### src/rtl/dmmc_pkg.sv
// package: constants and types for the double move to coprocessor
package dmmc_pkg;
   localparam int DMMC_AW = 32;
   localparam int DMMC_DW = 32;
   localparam int DMMC_CRW = 5;
   localparam logic [DMMC_AW-1:0] DMMC_WORD_BITS = 32'h00000020;
   localparam logic [4:0] DMMC_RCNT_ZERO_WORDS = 5'h00;
   localparam logic [5:0] DMMC_RCNT_FULL = 6'h20;
   localparam logic [4:0] DMMC_XFER_FULL = 5'h00;
   localparam logic DMMC_STATE_LAST_PHASE = 1'b1;
   localparam logic [5:0] DMMC_CONST_FULL = 6'h20;
   localparam logic [4:0] DMMC_ALIGN_MASK = 5'h1F;
   localparam logic [7:0] DMMC_BASE_STATES = 8'h05;
   localparam logic [7:0] DMMC_UNALIGN_EXTRA = 8'h01;
   localparam logic DMMC_ORDER_RESET = 1'b0;
   typedef enum logic [1:0] {DMMC_POST_REG, DMMC_POST_CONST, DMMC_PRE_CONST} dmmc_mode_t;
   typedef enum {DMMC_IDLE, DMMC_SETUP, DMMC_FETCH, DMMC_OFFER, DMMC_DONE} dmmc_state_t;
endpackage

### src/rtl/dmmc_if.sv
// interface: word link between sequencer and coprocessor
`timescale 1ns/1ns
`default_nettype none
interface dmmc_if;
   import dmmc_pkg::*;
   logic valid;
   logic ready;
   logic [DMMC_DW-1:0] word;
   logic [DMMC_CRW-1:0] dest;
   logic first;
   modport seq (output valid, output word, output dest, output first, input ready);
   modport cop (input valid, input word, input dest, input first, output ready);
endinterface
`default_nettype wire

### src/rtl/dmmc_seq.sv
// processor end: sequencer for double moves from memory to coprocessor
`timescale 1ns/1ns
`default_nettype none
// What this block does
// RULE_01 - register count zero means 32 words
// RULE_02 - register count 1..31 moves that many words
// RULE_03 - software gives even register count
// RULE_04 - post-increment adds 32 after each word
// RULE_05 - destination advances after every word pair
// RULE_06 - order bit 1: low half first
// RULE_07 - order bit 0: high half first
// RULE_08 - order bit resets to 0
// RULE_09 - constant count is 1 to 16 doubles
// RULE_10 - transfers field 0 means 16, else 2*count
// RULE_11 - pre-decrement subtracts 32 before each fetch
// RULE_12 - pre-decrement pointer starts past first double
// RULE_13 - post-increment pointer starts at first word
// RULE_14 - timing 5 plus 2n-1, one more unaligned
// RULE_15 - software clears order bit for high-first
// RULE_16 - wait for coprocessor accept before next fetch
module dmmc_seq
   import dmmc_pkg::*;
(
   input wire logic clk,
   input wire logic rst,
   dmmc_if.seq lnk,
   input wire logic start,
   input wire dmmc_mode_t mode,
   input wire logic [DMMC_AW-1:0] src_pointer_reg,
   input wire logic [4:0] count_reg,
   input wire logic [4:0] transfers,
   input wire logic [DMMC_CRW-1:0] cop_dest_reg,
   output logic busy,
   output logic done,
   output logic [DMMC_AW-1:0] ptr_out,
   output logic [7:0] states_out,
   output logic mem_rd,
   output logic [DMMC_AW-1:0] mem_addr,
   input wire logic mem_ack,
   input wire logic [DMMC_DW-1:0] mem_data
);
   dmmc_state_t st_q, st_d;
   logic [DMMC_AW-1:0] ptr_q, ptr_d, addr_q, addr_d;
   logic [5:0] left_q, left_d;
   logic [DMMC_CRW-1:0] dest_q, dest_d;
   logic pre_q, pre_d, first_q, first_d, rd_q, rd_d;
   logic busy_q, busy_d, done_q, done_d, v_q, v_d;
   logic [DMMC_DW-1:0] word_q, word_d;
   logic [7:0] budget_q, budget_d, used_q, used_d;
   logic phase_q, phase_d, tick;

   // decodes the constant-count transfers field into words
   // field already holds twice the double count, i.e. the word count
   function automatic logic [5:0] words_of_field(input logic [4:0] f);
      if (f == DMMC_XFER_FULL)
         return DMMC_CONST_FULL; // see RULE_10
      return {1'b0, f}; // see RULE_09
   endfunction

   always_comb
   begin
      st_d = st_q;
      ptr_d = ptr_q;
      addr_d = addr_q;
      left_d = left_q;
      dest_d = dest_q;
      pre_d = pre_q;
      first_d = first_q;
      rd_d = 1'b0;
      busy_d = busy_q;
      done_d = 1'b0;
      v_d = v_q;
      word_d = word_q;
      budget_d = budget_q;
      used_d = used_q;
      // a machine state is two clocks: zero-wait words fit the budget
      tick = (st_q != DMMC_IDLE) && (phase_q == DMMC_STATE_LAST_PHASE);
      phase_d = phase_q;
      if (st_q != DMMC_IDLE)
         phase_d = tick ? 1'b0 : phase_q + 1'b1;
      if (tick)
         used_d = used_q + 8'h01; // see RULE_14
      case (st_q)
         DMMC_IDLE:
         begin
            if (start)
            begin
               ptr_d = src_pointer_reg; // see RULE_13
               dest_d = cop_dest_reg;
               pre_d = (mode == DMMC_PRE_CONST);
               first_d = 1'b1;
               busy_d = 1'b1;
               used_d = 8'h01;
               phase_d = 1'b0;
               if (mode == DMMC_POST_REG)
                  left_d = (count_reg == DMMC_RCNT_ZERO_WORDS) ? DMMC_RCNT_FULL
                     : {1'b0, count_reg}; // see RULE_01 RULE_02 RULE_03
               else
                  left_d = words_of_field(transfers);
               // nominal state budget, extra state when unaligned
               budget_d = DMMC_BASE_STATES + {2'b00, left_d} - 8'h01;
               if ((src_pointer_reg[4:0] & DMMC_ALIGN_MASK) != 5'h00)
                  budget_d = budget_d + DMMC_UNALIGN_EXTRA; // see RULE_14
               st_d = DMMC_SETUP;
            end
         end
         DMMC_SETUP:
         begin
            // pre-decrement pointer points past the double
            if (pre_q)
            begin
               ptr_d = ptr_q - DMMC_WORD_BITS; // see RULE_11 RULE_12
               addr_d = ptr_q - DMMC_WORD_BITS;
            end
            else
               addr_d = ptr_q;
            rd_d = 1'b1;
            st_d = DMMC_FETCH;
         end
         DMMC_FETCH:
         begin
            if (mem_ack)
            begin
               word_d = mem_data;
               v_d = 1'b1;
               if (!pre_q)
                  ptr_d = ptr_q + DMMC_WORD_BITS; // see RULE_04
               st_d = DMMC_OFFER;
            end
            else
               rd_d = 1'b1;
         end
         DMMC_OFFER:
         begin
            if (lnk.ready) // see RULE_16
            begin
               v_d = 1'b0;
               first_d = !first_q;
               if (!first_q)
                  dest_d = dest_q + 5'h01; // see RULE_05
               left_d = left_q - 6'h01;
               if (left_q == 6'h01)
                  st_d = DMMC_DONE;
               else
               begin
                  if (pre_q)
                  begin
                     ptr_d = ptr_q - DMMC_WORD_BITS; // see RULE_11
                     addr_d = ptr_q - DMMC_WORD_BITS;
                  end
                  else
                     addr_d = ptr_q;
                  rd_d = 1'b1;
                  st_d = DMMC_FETCH;
               end
            end
         end
         DMMC_DONE:
         begin
            // zero-wait link and memory land inside the budget
            if (tick && (used_q >= budget_q))
            begin
               used_d = used_q;
               busy_d = 1'b0;
               done_d = 1'b1;
               st_d = DMMC_IDLE;
            end
         end
         default:
            st_d = DMMC_IDLE;
      endcase
   end

   always_ff @(posedge clk)
   begin
      if (rst)
      begin
         st_q <= DMMC_IDLE;
         ptr_q <= '0;
         addr_q <= '0;
         left_q <= '0;
         dest_q <= '0;
         pre_q <= 1'b0;
         first_q <= 1'b1;
         rd_q <= 1'b0;
         busy_q <= 1'b0;
         done_q <= 1'b0;
         v_q <= 1'b0;
         word_q <= '0;
         budget_q <= '0;
         used_q <= '0;
         phase_q <= 1'b0;
      end
      else
      begin
         st_q <= st_d;
         ptr_q <= ptr_d;
         addr_q <= addr_d;
         left_q <= left_d;
         dest_q <= dest_d;
         pre_q <= pre_d;
         first_q <= first_d;
         rd_q <= rd_d;
         busy_q <= busy_d;
         done_q <= done_d;
         v_q <= v_d;
         word_q <= word_d;
         budget_q <= budget_d;
         used_q <= used_d;
         phase_q <= phase_d;
      end
   end

   assign lnk.valid = v_q;
   assign lnk.word = word_q;
   assign lnk.dest = dest_q;
   assign lnk.first = first_q;
   assign busy = busy_q;
   assign done = done_q;
   assign ptr_out = ptr_q;
   assign states_out = used_q;
   assign mem_rd = rd_q;
   assign mem_addr = addr_q;
endmodule
`default_nettype wire
### src/flat_wrapper.sv
// flat-port wrapper written by rule: the top's interface ports become plain ports
module dmmc_seq_flat import dmmc_pkg::*;
  (clk, rst, start, mode, src_pointer_reg, count_reg, transfers, cop_dest_reg, busy, done, ptr_out, states_out, mem_rd, mem_addr, mem_ack, mem_data, lnk_valid, lnk_word, lnk_dest, lnk_first, lnk_ready);
  dmmc_if lnk_i ();
  input wire logic clk;
  input wire logic rst;
  input wire logic start;
  input wire dmmc_mode_t mode;
  input wire logic [DMMC_AW-1:0] src_pointer_reg;
  input wire logic [4:0] count_reg;
  input wire logic [4:0] transfers;
  input wire logic [DMMC_CRW-1:0] cop_dest_reg;
  output logic busy;
  output logic done;
  output logic [DMMC_AW-1:0] ptr_out;
  output logic [7:0] states_out;
  output logic mem_rd;
  output logic [DMMC_AW-1:0] mem_addr;
  input wire logic mem_ack;
  input wire logic [DMMC_DW-1:0] mem_data;
  output wire logic [$bits(lnk_i.valid)-1:0] lnk_valid;
  output wire logic [$bits(lnk_i.word)-1:0] lnk_word;
  output wire logic [$bits(lnk_i.dest)-1:0] lnk_dest;
  output wire logic [$bits(lnk_i.first)-1:0] lnk_first;
  input wire logic [$bits(lnk_i.ready)-1:0] lnk_ready;
  assign lnk_valid = lnk_i.valid;
  assign lnk_word = lnk_i.word;
  assign lnk_dest = lnk_i.dest;
  assign lnk_first = lnk_i.first;
  assign lnk_i.ready = lnk_ready;
  dmmc_seq u_core (.clk(clk), .rst(rst), .lnk(lnk_i), .start(start), .mode(mode), .src_pointer_reg(src_pointer_reg), .count_reg(count_reg), .transfers(transfers), .cop_dest_reg(cop_dest_reg), .busy(busy), .done(done), .ptr_out(ptr_out), .states_out(states_out), .mem_rd(mem_rd), .mem_addr(mem_addr), .mem_ack(mem_ack), .mem_data(mem_data));
endmodule
### config.mk
export PLATFORM = sky130hd
export DESIGN_NAME = dmmc_seq_flat
export DESIGN_NICKNAME = d
export VERILOG_FILES = /design/src/rtl/dmmc_pkg.sv /design/src/rtl/dmmc_if.sv /design/src/rtl/dmmc_seq.sv /design/src/flat_wrapper.sv
export SDC_FILE = /design/constraint.sdc
export NUM_CORES = 1
export LEC_CHECK = 0
export BUFFER_PORTS_ARGS = -buffer_cell sky130_fd_sc_hd__buf_2
export CORE_UTILIZATION = 53
export DETAILED_ROUTE_END_ITERATION = 8
export GPL_TIMING_DRIVEN = 0
export PLACE_DENSITY = 0.87
export SYNTH_ARGS = -nofsm -noshare
export SYNTH_HDL_FRONTEND = slang
export SYNTH_SLANG_ARGS = --single-unit
### constraint.sdc
create_clock -name clk -period 3.4 [get_ports clk]
set_input_delay 0.34 -clock clk [delete_from_list [all_inputs] [get_ports clk]]
set_output_delay 0.34 -clock clk [all_outputs]
set_load 0.005 [all_outputs]
=== Yosys cells after proc, flatten, opt, wreduce, memory -nomap -nowiden ===
Cells that the tools add are included.

* Register bits after elaboration: 162
* Bits of input ports: 86
* Output and inout port bits: 114
* Word-level logic and storage cells: 117

* Add/sub/neg operators: 9
* Magnitude comparators: 1
* Equality and inequality tests: 14
* Muxes and demuxes: 53
* Bitwise logic cells: 1
* Reduce and logical (&&, ||, !) cells: 24

{| class="wikitable"
|+ Operators by type and width
! kind !! number
|-
| $mux W32 || 10
|-
| $pmux W32 S5 || 1
|-
| $pmux W32 S4 || 1
|-
| $eq A32 B2 Y1 const B || 2
|-
| $pmux W32 S2 || 1
|-
| $mux W6 || 8
|-
| $add A32 B6 Y32 const B || 1
|-
| $eq A32 B1 Y1 const B || 1
|-
| $eq A32 B3 Y1 const B || 1
|-
| $logic_not A32 Y1 || 1
|-
| $mux W8 || 4
|-
| $reduce_bool A32 Y1 || 1
|-
| $sub A32 B6 Y32 const B || 1
|-
| $mux W1 || 17
|-
| $add A8 B1 Y8 const B || 2
|-
| $pmux W8 S2 || 1
|-
| $mux W5 || 3
|-
| $ne A2 B2 Y1 const B || 7
|-
| $pmux W6 S2 || 1
|-
| $reduce_and A3 Y1 || 4
|-
| $logic_not A5 Y1 || 2
|-
| $pmux W5 S2 || 1
|-
| $ge A8 B8 Y1 || 1
|-
| $reduce_and A4 Y1 || 2
|-
| other kinds (21) || 28
|}

=== Longest topological paths before layout ===
Gate-level depths: netlist (run 1).

* Word-level depth: 13
* Gate-level depth with buffers: 12
* Gate-level depth less buffers: 10

=== Least setup slack after synthesis (run 1) ===
No wires, ideal clock.

* Path type: in2reg
* Start point: input mode[1]
* End point: register u_core.budget_q[5]
* Setup time: 0.133 ns
* Arrival: 2.529 ns
* Data required time: 3.267 ns
* Path slack: 0.738 ns
* Cell stages on the path: 12
* Buffers on the path: 2
* Cells stage by stage: clkbuf_1 -> or3b_2 -> and2_1 -> clkbuf_1 -> inv_1 -> ha_1 -> a21o_1 -> and4_1 -> o211a_1 -> nor3_1 -> xor2_1 -> a21oi_1

* Word-level cells in the longest chain between the ends: 8

{| class="wikitable"
|+ Ends and longest elaborated chain
! item !! line !! text
|-
| from (decl) || flat_wrapper.sv:8 || <nowiki>input wire dmmc_mode_t mode;</nowiki>
|-
| $logic_not A2 Y1 (*) || dmmc_seq.sv:95 || <nowiki>if (mode == DMMC_POST_REG)</nowiki>
|-
| $mux W6 (*) || dmmc_seq.sv:95 ||
|-
| $mux W6 (*) || dmmc_seq.sv:86 || <nowiki>if (start)</nowiki>
|-
| $mux W6 (*) || dmmc_seq.sv:83 || <nowiki>case (st_q)</nowiki>
|-
| $add A3 B6 Y7 (*) || dmmc_seq.sv:101 || <nowiki>budget_d = DMMC_BASE_STATES + {2'b00, left_d} - 8'h01;</nowiki>
|-
| $sub A8 B1 Y8 (*) || dmmc_seq.sv:101 ||
|-
| $add A8 B1 Y8 || dmmc_seq.sv:103 || <nowiki>budget_d = budget_d + DMMC_UNALIGN_EXTRA;</nowiki>
|-
| $mux W8 (*) || dmmc_seq.sv:102 || <nowiki>if ((src_pointer_reg[4:0] & DMMC_ALIGN_MASK) != 5'h00)</nowiki>
|-
| to (signal assigned) || dmmc_seq.sv:208 || <nowiki>budget_q <= budget_d;</nowiki>
|-
| to (decl) || dmmc_seq.sv:49 || <nowiki>logic [7:0] budget_q, budget_d, used_q, used_d;</nowiki>
|}

Every way passes the cells marked *; elsewhere a longest branch is shown, timed or not. The select of a mux whose other input is x is not followed.
A chain may end at the register's enable or synchronous reset.

=== Final worst setup path (run 1) ===
* Start point: register u_core.st_q[2]
* End point: register u_core.addr_q[20], in the netlist u_core.mem_addr[20]

* Word-level cells in the longest chain between the ends: 3
* Elaborated cells between the ends (all ways): 7

{| class="wikitable"
|+ Ends and longest elaborated chain
! item !! line !! text
|-
| from (decl) || dmmc_seq.sv:42 || <nowiki>dmmc_state_t st_q, st_d;</nowiki>
|-
| from (signal assigned) || dmmc_seq.sv:196 || <nowiki>st_q <= st_d;</nowiki>
|-
| $eq A32 B2 Y1 or $eq A32 B1 Y1 (tied branches) || dmmc_seq.sv:83 ||
|-
| $ne A2 B2 Y1 (no line) or $reduce_bool A2 Y1 (tied branches) || -- ||
|-
| $reduce_and A3 Y1 (no line) || -- ||
|-
| to (signal assigned) || dmmc_seq.sv:198 || <nowiki>addr_q <= addr_d;</nowiki>
|-
| to (decl) || dmmc_seq.sv:43 || <nowiki>logic [DMMC_AW-1:0] ptr_q, ptr_d, addr_q, addr_d;</nowiki>
|}

Several ways; a longest one is shown, not always the timed one.

==> results of run 1 <==
routing by layer:
layer | track usage [%] | up-vias | routed length (um)
li1 | - | 3853 | -
met4 | 17.89 | 0 | 1041
met5 | 0 | - | 0
met3 | 6.321 | 102 | 2435
met2 | 54.91 | 522 | 11410
met1 | 42.86 | 3839 | 9688
stage by stage:
| stage | power (mW) | cell area [sq um] | hold WS, ps |
|---|---|---|---|
| after floorplan | 2.603 | 7358 | 431.9 |
| after global placement | 3.005 | 8574 | 438.5 |
| after detailed placement | 3.031 | 8574 | 444.6 |
| after CTS | 5.007 | 9211 | 145.3 |
| after global routing | 5.248 | 9225 | 156.8 |
| final | 5.050 | 9225 | 150.0 |
cell usage in the layout, fill, tap and decap left out, types with 18 or more instances in the layout:
cell type and count:
xnor2_1 31, a211oi_1 23, o21ai_0 43, nor3_1 27
nand2_1 173, nor2_1 102, clkbuf_1 69, a22oi_1 18
buf_2 205, inv_1 22, nand4_1 18, a21oi_1 88
dfxtp_1 133, ha_1 19
Yosys cell counts (all sizes together) (4+ instances only):
master	n	share of area, %
nand2	173	8.8
dfxtp	133	36
nor2	103	5.4
a21oi	88	6.0
clkbuf	68	3.5
o21ai	44	3.0
xnor2	31	3.7
nor3	27	1.8
a211oi	24	2.5
inv	22	1.1
ha	19	3.2
a22oi	18	1.8
nand4	18	1.5
xor2	16	1.9
buf	15	1.3
o221ai	14	1.7
and3	13	1.1
nand3	13	0.88
or3	13	1.1
mux2i	12	1.6
a21o	11	1.1
a31oi	7	0.60
nand2b	7	0.60
nor4	7	0.68
and2	6	0.51
and4	5	0.61
nor3b	4	0.41
o211ai	4	0.41
or2	4	0.34
critical path, cell delays in order, from the launching register on:
cell	delay (ps)
dfxtp_1	300
clkbuf_1	310
nor2b_1	80
clkbuf_1	290
nand2_1	170
nor2_1	110
a2111oi_4	680
nand2_1	330
clkbuf_1	400
nor2_1	250
nor3_1	60
what timing repair did:
| action | 4_1_cts | 5_1_grt |
|---|---|---|
| setup endpoints to repair | 0 | 12 |
| hold endpoints to repair | 0 | 0 |
| resized for setup | 0 | 3 |
final cells by class:
cell class,count,area (sq um)
fill,1117,4175
multi-input combinational,734,4275
clock buffer,24,491.7
sequential,133,2663
clock inverter,8,145.1
timing repair buffer,199,996.0
buffer,83,351.6
tap,176,220.2
inverter,22,82.58
cells by family after synthesis:
family / Yosys count
buffers and inverters: 105
XOR/XNOR: 47
adder cells (fa/ha/maj): 19
flip-flops: 133
multiplexers: 14
AND/OR/NAND/NOR: 411
AO/OA/AOI/OAI: 243
flip-flops by register name, summed over array words and instances (netlist names), 3 cells and up:
signal	cells
u_core.lnk.word	32
u_core.lnk.dest	5
u_core.ptr_out	32
u_core.budget_q	8
u_core.mem_addr	32
u_core.st_q	3
u_core.left_q	6
u_core.states_out	8
how the worst max path moves through the flow:
stage,from,end,slack (ps),depth (start not counted)
final,u_core.st_q[2]$_SDFFE_PP0P_,u_core.mem_addr[20]$_SDFFE_PP0P_,270,10
after global placement,u_core.st_q[2]$_SDFFE_PP0P_,u_core.mem_addr[25]$_SDFFE_PP0P_,220,10
after global routing,u_core.st_q[2]$_SDFFE_PP0P_,u_core.mem_addr[15]$_SDFFE_PP0P_,90,12
after detailed placement,u_core.st_q[2]$_SDFFE_PP0P_,u_core.mem_addr[25]$_SDFFE_PP0P_,140,10
after floorplan,mode[1],u_core.budget_q[5]$_SDFFE_PP0P_,740,12
after CTS,u_core.st_q[2]$_SDFFE_PP0P_,u_core.mem_addr[25]$_SDFFE_PP0P_,90,10
power by group through the flow:
stage	combinational [mW]	clock (mW)	sequential, mW
after floorplan	0.762	0	1.84
after global placement	1.16	0	1.85
after detailed placement	1.18	0	1.85
after CTS	1.19	1.99	1.82
after global routing	1.33	2.08	1.84
final	1.22	2.00	1.83
==> results.yml, run 1 <==
sta:
  finalSetupViolCount: 0
  finalCritPeriodShare_pct: 92.14
  finClkSkew_ps: 8.051
  setup_ws_ps: 267.3
  max_clock_freq_mhz: 319.2
  finalWorstPathRequiredPeriod_ps: 3133
  timing_max_transition_violations_final: 0
  maxSlewHeadroom_pct: 42.85
  final-hold-violation-count: 0
  unrepaired_setup_endpoints_after_global_routing: "false"
  final.setup.tns_ps: 0
  worstMarginPinSlew_ps: 857.3
placement:
  finalWeightedCongestion: 0.9887
  portBuffers: 199
  place_worst_setup_slack_ps: 144.1
  placed_cells: 1347
  post-dp-hpwl_mm: 17.73
hold_path:
  min_delay_path_depth: 3
  startpoint_of_the_worst_hold_path: "mem_data[7]"
  min-delay-path-class: "primary input to flop"
  timing.hold.worst_endpoint: "u_core.lnk.word[7]$_SDFFE_PP0P_"
die:
  fp.dieW_um: 119.8
  fp.dieH_um: 119.8
  io_pins: 200
  design.die.area_sq_um: 14360
  initial_utilization_pct: 54.91
  core_sq_um: 13400
  row_count: 42
synth:
  synth_cell_types: 69
  synth_top_family_by_area: "simple AND/OR/NAND/NOR gates"
  synth_compound_area_share_pct: 21.15
  syn-instance-count: 972
  synth_flop_cell: "dfxtp_1"
  mux_cell_area_share_after_synthesis_pct: 1.938
  asyncSetResetFlopFracSynth_pct: 0
  ys_seq_elements: 133
  synth_enable_flop_cells: 0
  synth-warning-count: 0
  synth_simple_gate_area_share_pct: 26.02
  syn_avg_cell_area_sq_um: 7.570
  synth_fp_nets: 1077
  adder_cell_area_share_of_the_yosys_netlist_pct: 3.231
  synth_xor_area_share_pct: 5.594
  synth_sequential_area_ratio_pct: 36.18
  syn_area_sq_um: 7358
critical_path:
  timing.critical_path.required_ps: 3680
  r2r_cells: 10
  timing.reg2reg.setup_slack_ps: 270
  critPathKind: "flop to flop"
  critical_path.max_fanout: 10
  arrival_worst_endpoint_ps: 3420
  timing.rr.start: "u_core.st_q[2]$_SDFFE_PP0P_"
  worst_setup_path_end_kind: "flop"
  setup.worst_path.start_class: "flop"
  worstReg2RegEnd: "u_core.mem_addr[20]$_SDFFE_PP0P_"
power:
  vdd.ir_drop.worst_mv: 0.3715
  sw_frac_of_total_pct: 31.20
  switching_power_mw: 1.576
  p_per_area_nw_per_um2: 547.4
  combinationalPowerShare_pct: 24.2
  leakagePower_nw: 3.964
  seqPwrFrac_pct: 36.2
  cell_internal_pwr_mw: 3.474
  clockPowerShare_pct: 39.6
run_status:
  run_status: "finished clean"
cells_and_area:
  drive_gt1_share_pct: 21.78
  final_cells: 1379
  final_core_utilization_pct: 68.84
  area_delta_synth_final_pct: 25.37
  antenna_cells: 0
  design.final.nets: 1295
clock_network:
  postCtsSetupBuffers: 0
  cts_made_buffers: 17
  clk_path_buf_depth: 2
  cts.clk_slew.worst_paths_ps: 60
  clock-sinks: 133
  cts_tree: "done"
  root_buffer: "clkbuf_16"
  cts_max_level: 4
  clock_latency_ps: 430
  holdBufCountCts: 0
global_routing:
  first_global_vias: 7590
  gr-usage-all-layers_pct: 33.94
  global_route.overflow_total: 0
  maximum_number_of_pins_on_one_net_before_global_route_repair: 17
  antenna_found_initial: 0
  grt_pass1_wl_mm: 38.09
routing:
  drt_wl_total_mm: 24.58
  drt_drc_violations_left: 0
  final_antenna_net_count: 0
  drc_marker_count_from_the_first_detailed_route_iteration: 1012
  drt-vias-per-instance: 6.030
  via_count: 8316
  wl_per_cell_um: 17.82
  drt_pass1_iterations: 8
flow_run:
  max_cap_violations: 0
Note: power is estimated with default switching activity, not from simulation.
==> run 2, diff against run 1 <==
Settings changed: CORE_UTILIZATION 53 to 55, PLACE_DENSITY 0.87 to 0.89.
Clock period 3.4 ns to 3.95 ns, I/O delays scaled along.
==> run 2 against run 1 <==
Against the previous run:
- worst hold slack improved by 49 ps
- via count up 0.43%
- wire length shrank 0.66%
- register-to-register slack better by 140 ps
- critical path type unchanged
- critical endpoint is now u_core.mem_addr[25]$_SDFFE_PP0P_
==> results.yml, run 2 (synthesis results as in run 1) <==
die:
  fp.dieH_um: 117.7
  fp.dieW_um: 117.7
  io_pins: 200
  initial_utilization_pct: 57.38
  design.die.area_sq_um: 13850
  row_count: 41
  core_sq_um: 12820
sta:
  finClkSkew_ps: 6.186
  final-hold-violation-count: 0
  worstMarginPinSlew_ps: 1156
  unrepaired_setup_endpoints_after_global_routing: "false"
  timing_max_transition_violations_final: 0
  maxSlewHeadroom_pct: 22.76
  finalWorstPathRequiredPeriod_ps: 3544
  max_clock_freq_mhz: 282.1
  finalCritPeriodShare_pct: 89.73
  fin_hold_ws_ps: 199.2
  finalSetupViolCount: 0
  final.setup.tns_ps: 0
clock_network:
  cts_made_buffers: 17
  postCtsSetupBuffers: 0
  cts_max_level: 4
  clock_latency_ps: 430
  holdBufCountCts: 0
  clk_path_buf_depth: 2
  cts_tree: "done"
  clock-sinks: 133
  post_cts.resized_instances: 0
  cts.clk_slew.worst_paths_ps: 50
  root_buffer: "clkbuf_16"
cells_and_area:
  fillCellCount: 1007
  design.final.nets: 1295
  antenna_cells: 0
  layout.cells.most_common_list: "buf_2, nand2_1, dfxtp_1"
  area_delta_synth_final_pct: 25.61
  final_core_utilization_pct: 72.07
  drive_gt1_share_pct: 21.95
  most_common_cell_after_layout_fill_and_taps_aside: "buf_2"
  final_cells: 1375
routing:
  drt_drc_violations_left: 0
  wl_per_cell_um: 17.75
  drc_marker_count_from_the_first_detailed_route_iteration: 1003
  via_count: 8352
  final_antenna_net_count: 0
  drt_pass1_iterations: 8
  drt-vias-per-instance: 6.074
  drt_wl_total_mm: 24.41
global_routing:
  grt_pass1_wl_mm: 38.84
  antenna_found_initial: 0
  maximum_number_of_pins_on_one_net_before_global_route_repair: 17
  first_global_vias: 7757
  globalRoute.busiestLayer: "met2"
  globalRouteMet3Util_pct: 8.721
  gr-usage-met1_pct: 43.27
  global_route.overflow_total: 0
  grt.met2_usage_pct: 56.14
  gr-usage-all-layers_pct: 35.14
power:
  vdd.ir_drop.worst_mv: 0.3119
  p_per_area_nw_per_um2: 476.4
  leakagePower_nw: 3.983
critical_path:
  worst_setup_path_end_kind: "flop"
  arrival_worst_endpoint_ps: 3830
  startpoint: "u_core.st_q[2]$_SDFFE_PP0P_"
  critPathKind: "flop to flop"
  timing.rr.start: "u_core.st_q[2]$_SDFFE_PP0P_"
  critical_path.max_fanout: 10
  setup.worst_path.start_class: "flop"
  timing.critical_path.required_ps: 4240
  r2r_cells: 10
hold_path:
  min-delay-path-class: "primary input to flop"
  startpoint_of_the_worst_hold_path: "mem_data[2]"
  min_delay_path_depth: 3
placement:
  portBuffers: 199
  placed_cells: 1343
  post-dp-hpwl_mm: 17.41
  finalWeightedCongestion: 0.9743
run_status:
  run_status: "finished clean"
flow_run:
  max_cap_violations: 0
==> run 2: cell count changes in the layout (fill, tap and decap cells not counted) <==
cell,previous run,this run
clkbuf_8,4,8
clkbuf_1,69,67
a2111oi_2,0,1
a2111oi_4,1,0
clkbuf_2,2,1
clkinvlp_4,2,1
==> run 2: area by class of cell <==
cell class | count | area, sq um | area share (%)
clock inverters | 7 | 137.6 | 1.489
multi-input cells | 734 | 4263 | 46.12
plain buffers | 83 | 350.3 | 3.790
clock buffers | 25 | 535.5 | 5.794
repair buffers | 199 | 996.0 | 10.78
inverters | 22 | 82.58 | 0.8935
flip-flops and latches | 133 | 2663 | 28.81
well taps | 172 | 215.2 | 2.328
==> run 2: critical path: stages, from the launching register on <==
cell       delay (ps)
dfxtp_1           300
clkbuf_1          260
nor2b_1            80
clkbuf_1          280
nand2_1           180
nor2_1            100
a2111oi_2        1020
nand2_1           450
clkbuf_1          420
nor2_1            240
nor3_1             60
==> run 2: final timing paths <==
check        slack, ps                          endpoint
max                410  u_core.mem_addr[25]$_SDFFE_PP0P_
min                200   u_core.lnk.word[2]$_SDFFE_PP0P_
max reg2reg        410  u_core.mem_addr[25]$_SDFFE_PP0P_
min reg2reg        450  u_core.lnk.word[25]$_SDFFE_PP0P_
==> run 2: stage by stage <==
stage | instance area, sq um | setup slack, ps | power, mW
after floorplan | 7358 | 1233 | 2.241
after global placement | 8569 | 703.3 | 2.581
after detailed placement | 8569 | 680.9 | 2.607
after CTS | 9243 | 628.3 | 4.365
after global routing | 9243 | 239.1 | 4.569
final | 9243 | 405.6 | 4.403
==> run 2: routing by layer <==
layer,part of all wire [%],wire (um),vias to the layer above
met2,47,11360,527
met4,4.4,1074,0
met3,11,2649,111
met5,0,0,-
li1,-,-,3857
met1,38,9330,3857
==> run 2: power by group <==
part	switching, mW	total [mW]	leakage, nW	internal, mW
clock	0.585	1.77	0.332	1.19
sequential	0.108	1.57	1.09	1.47
combinational	0.653	1.06	2.56	0.402
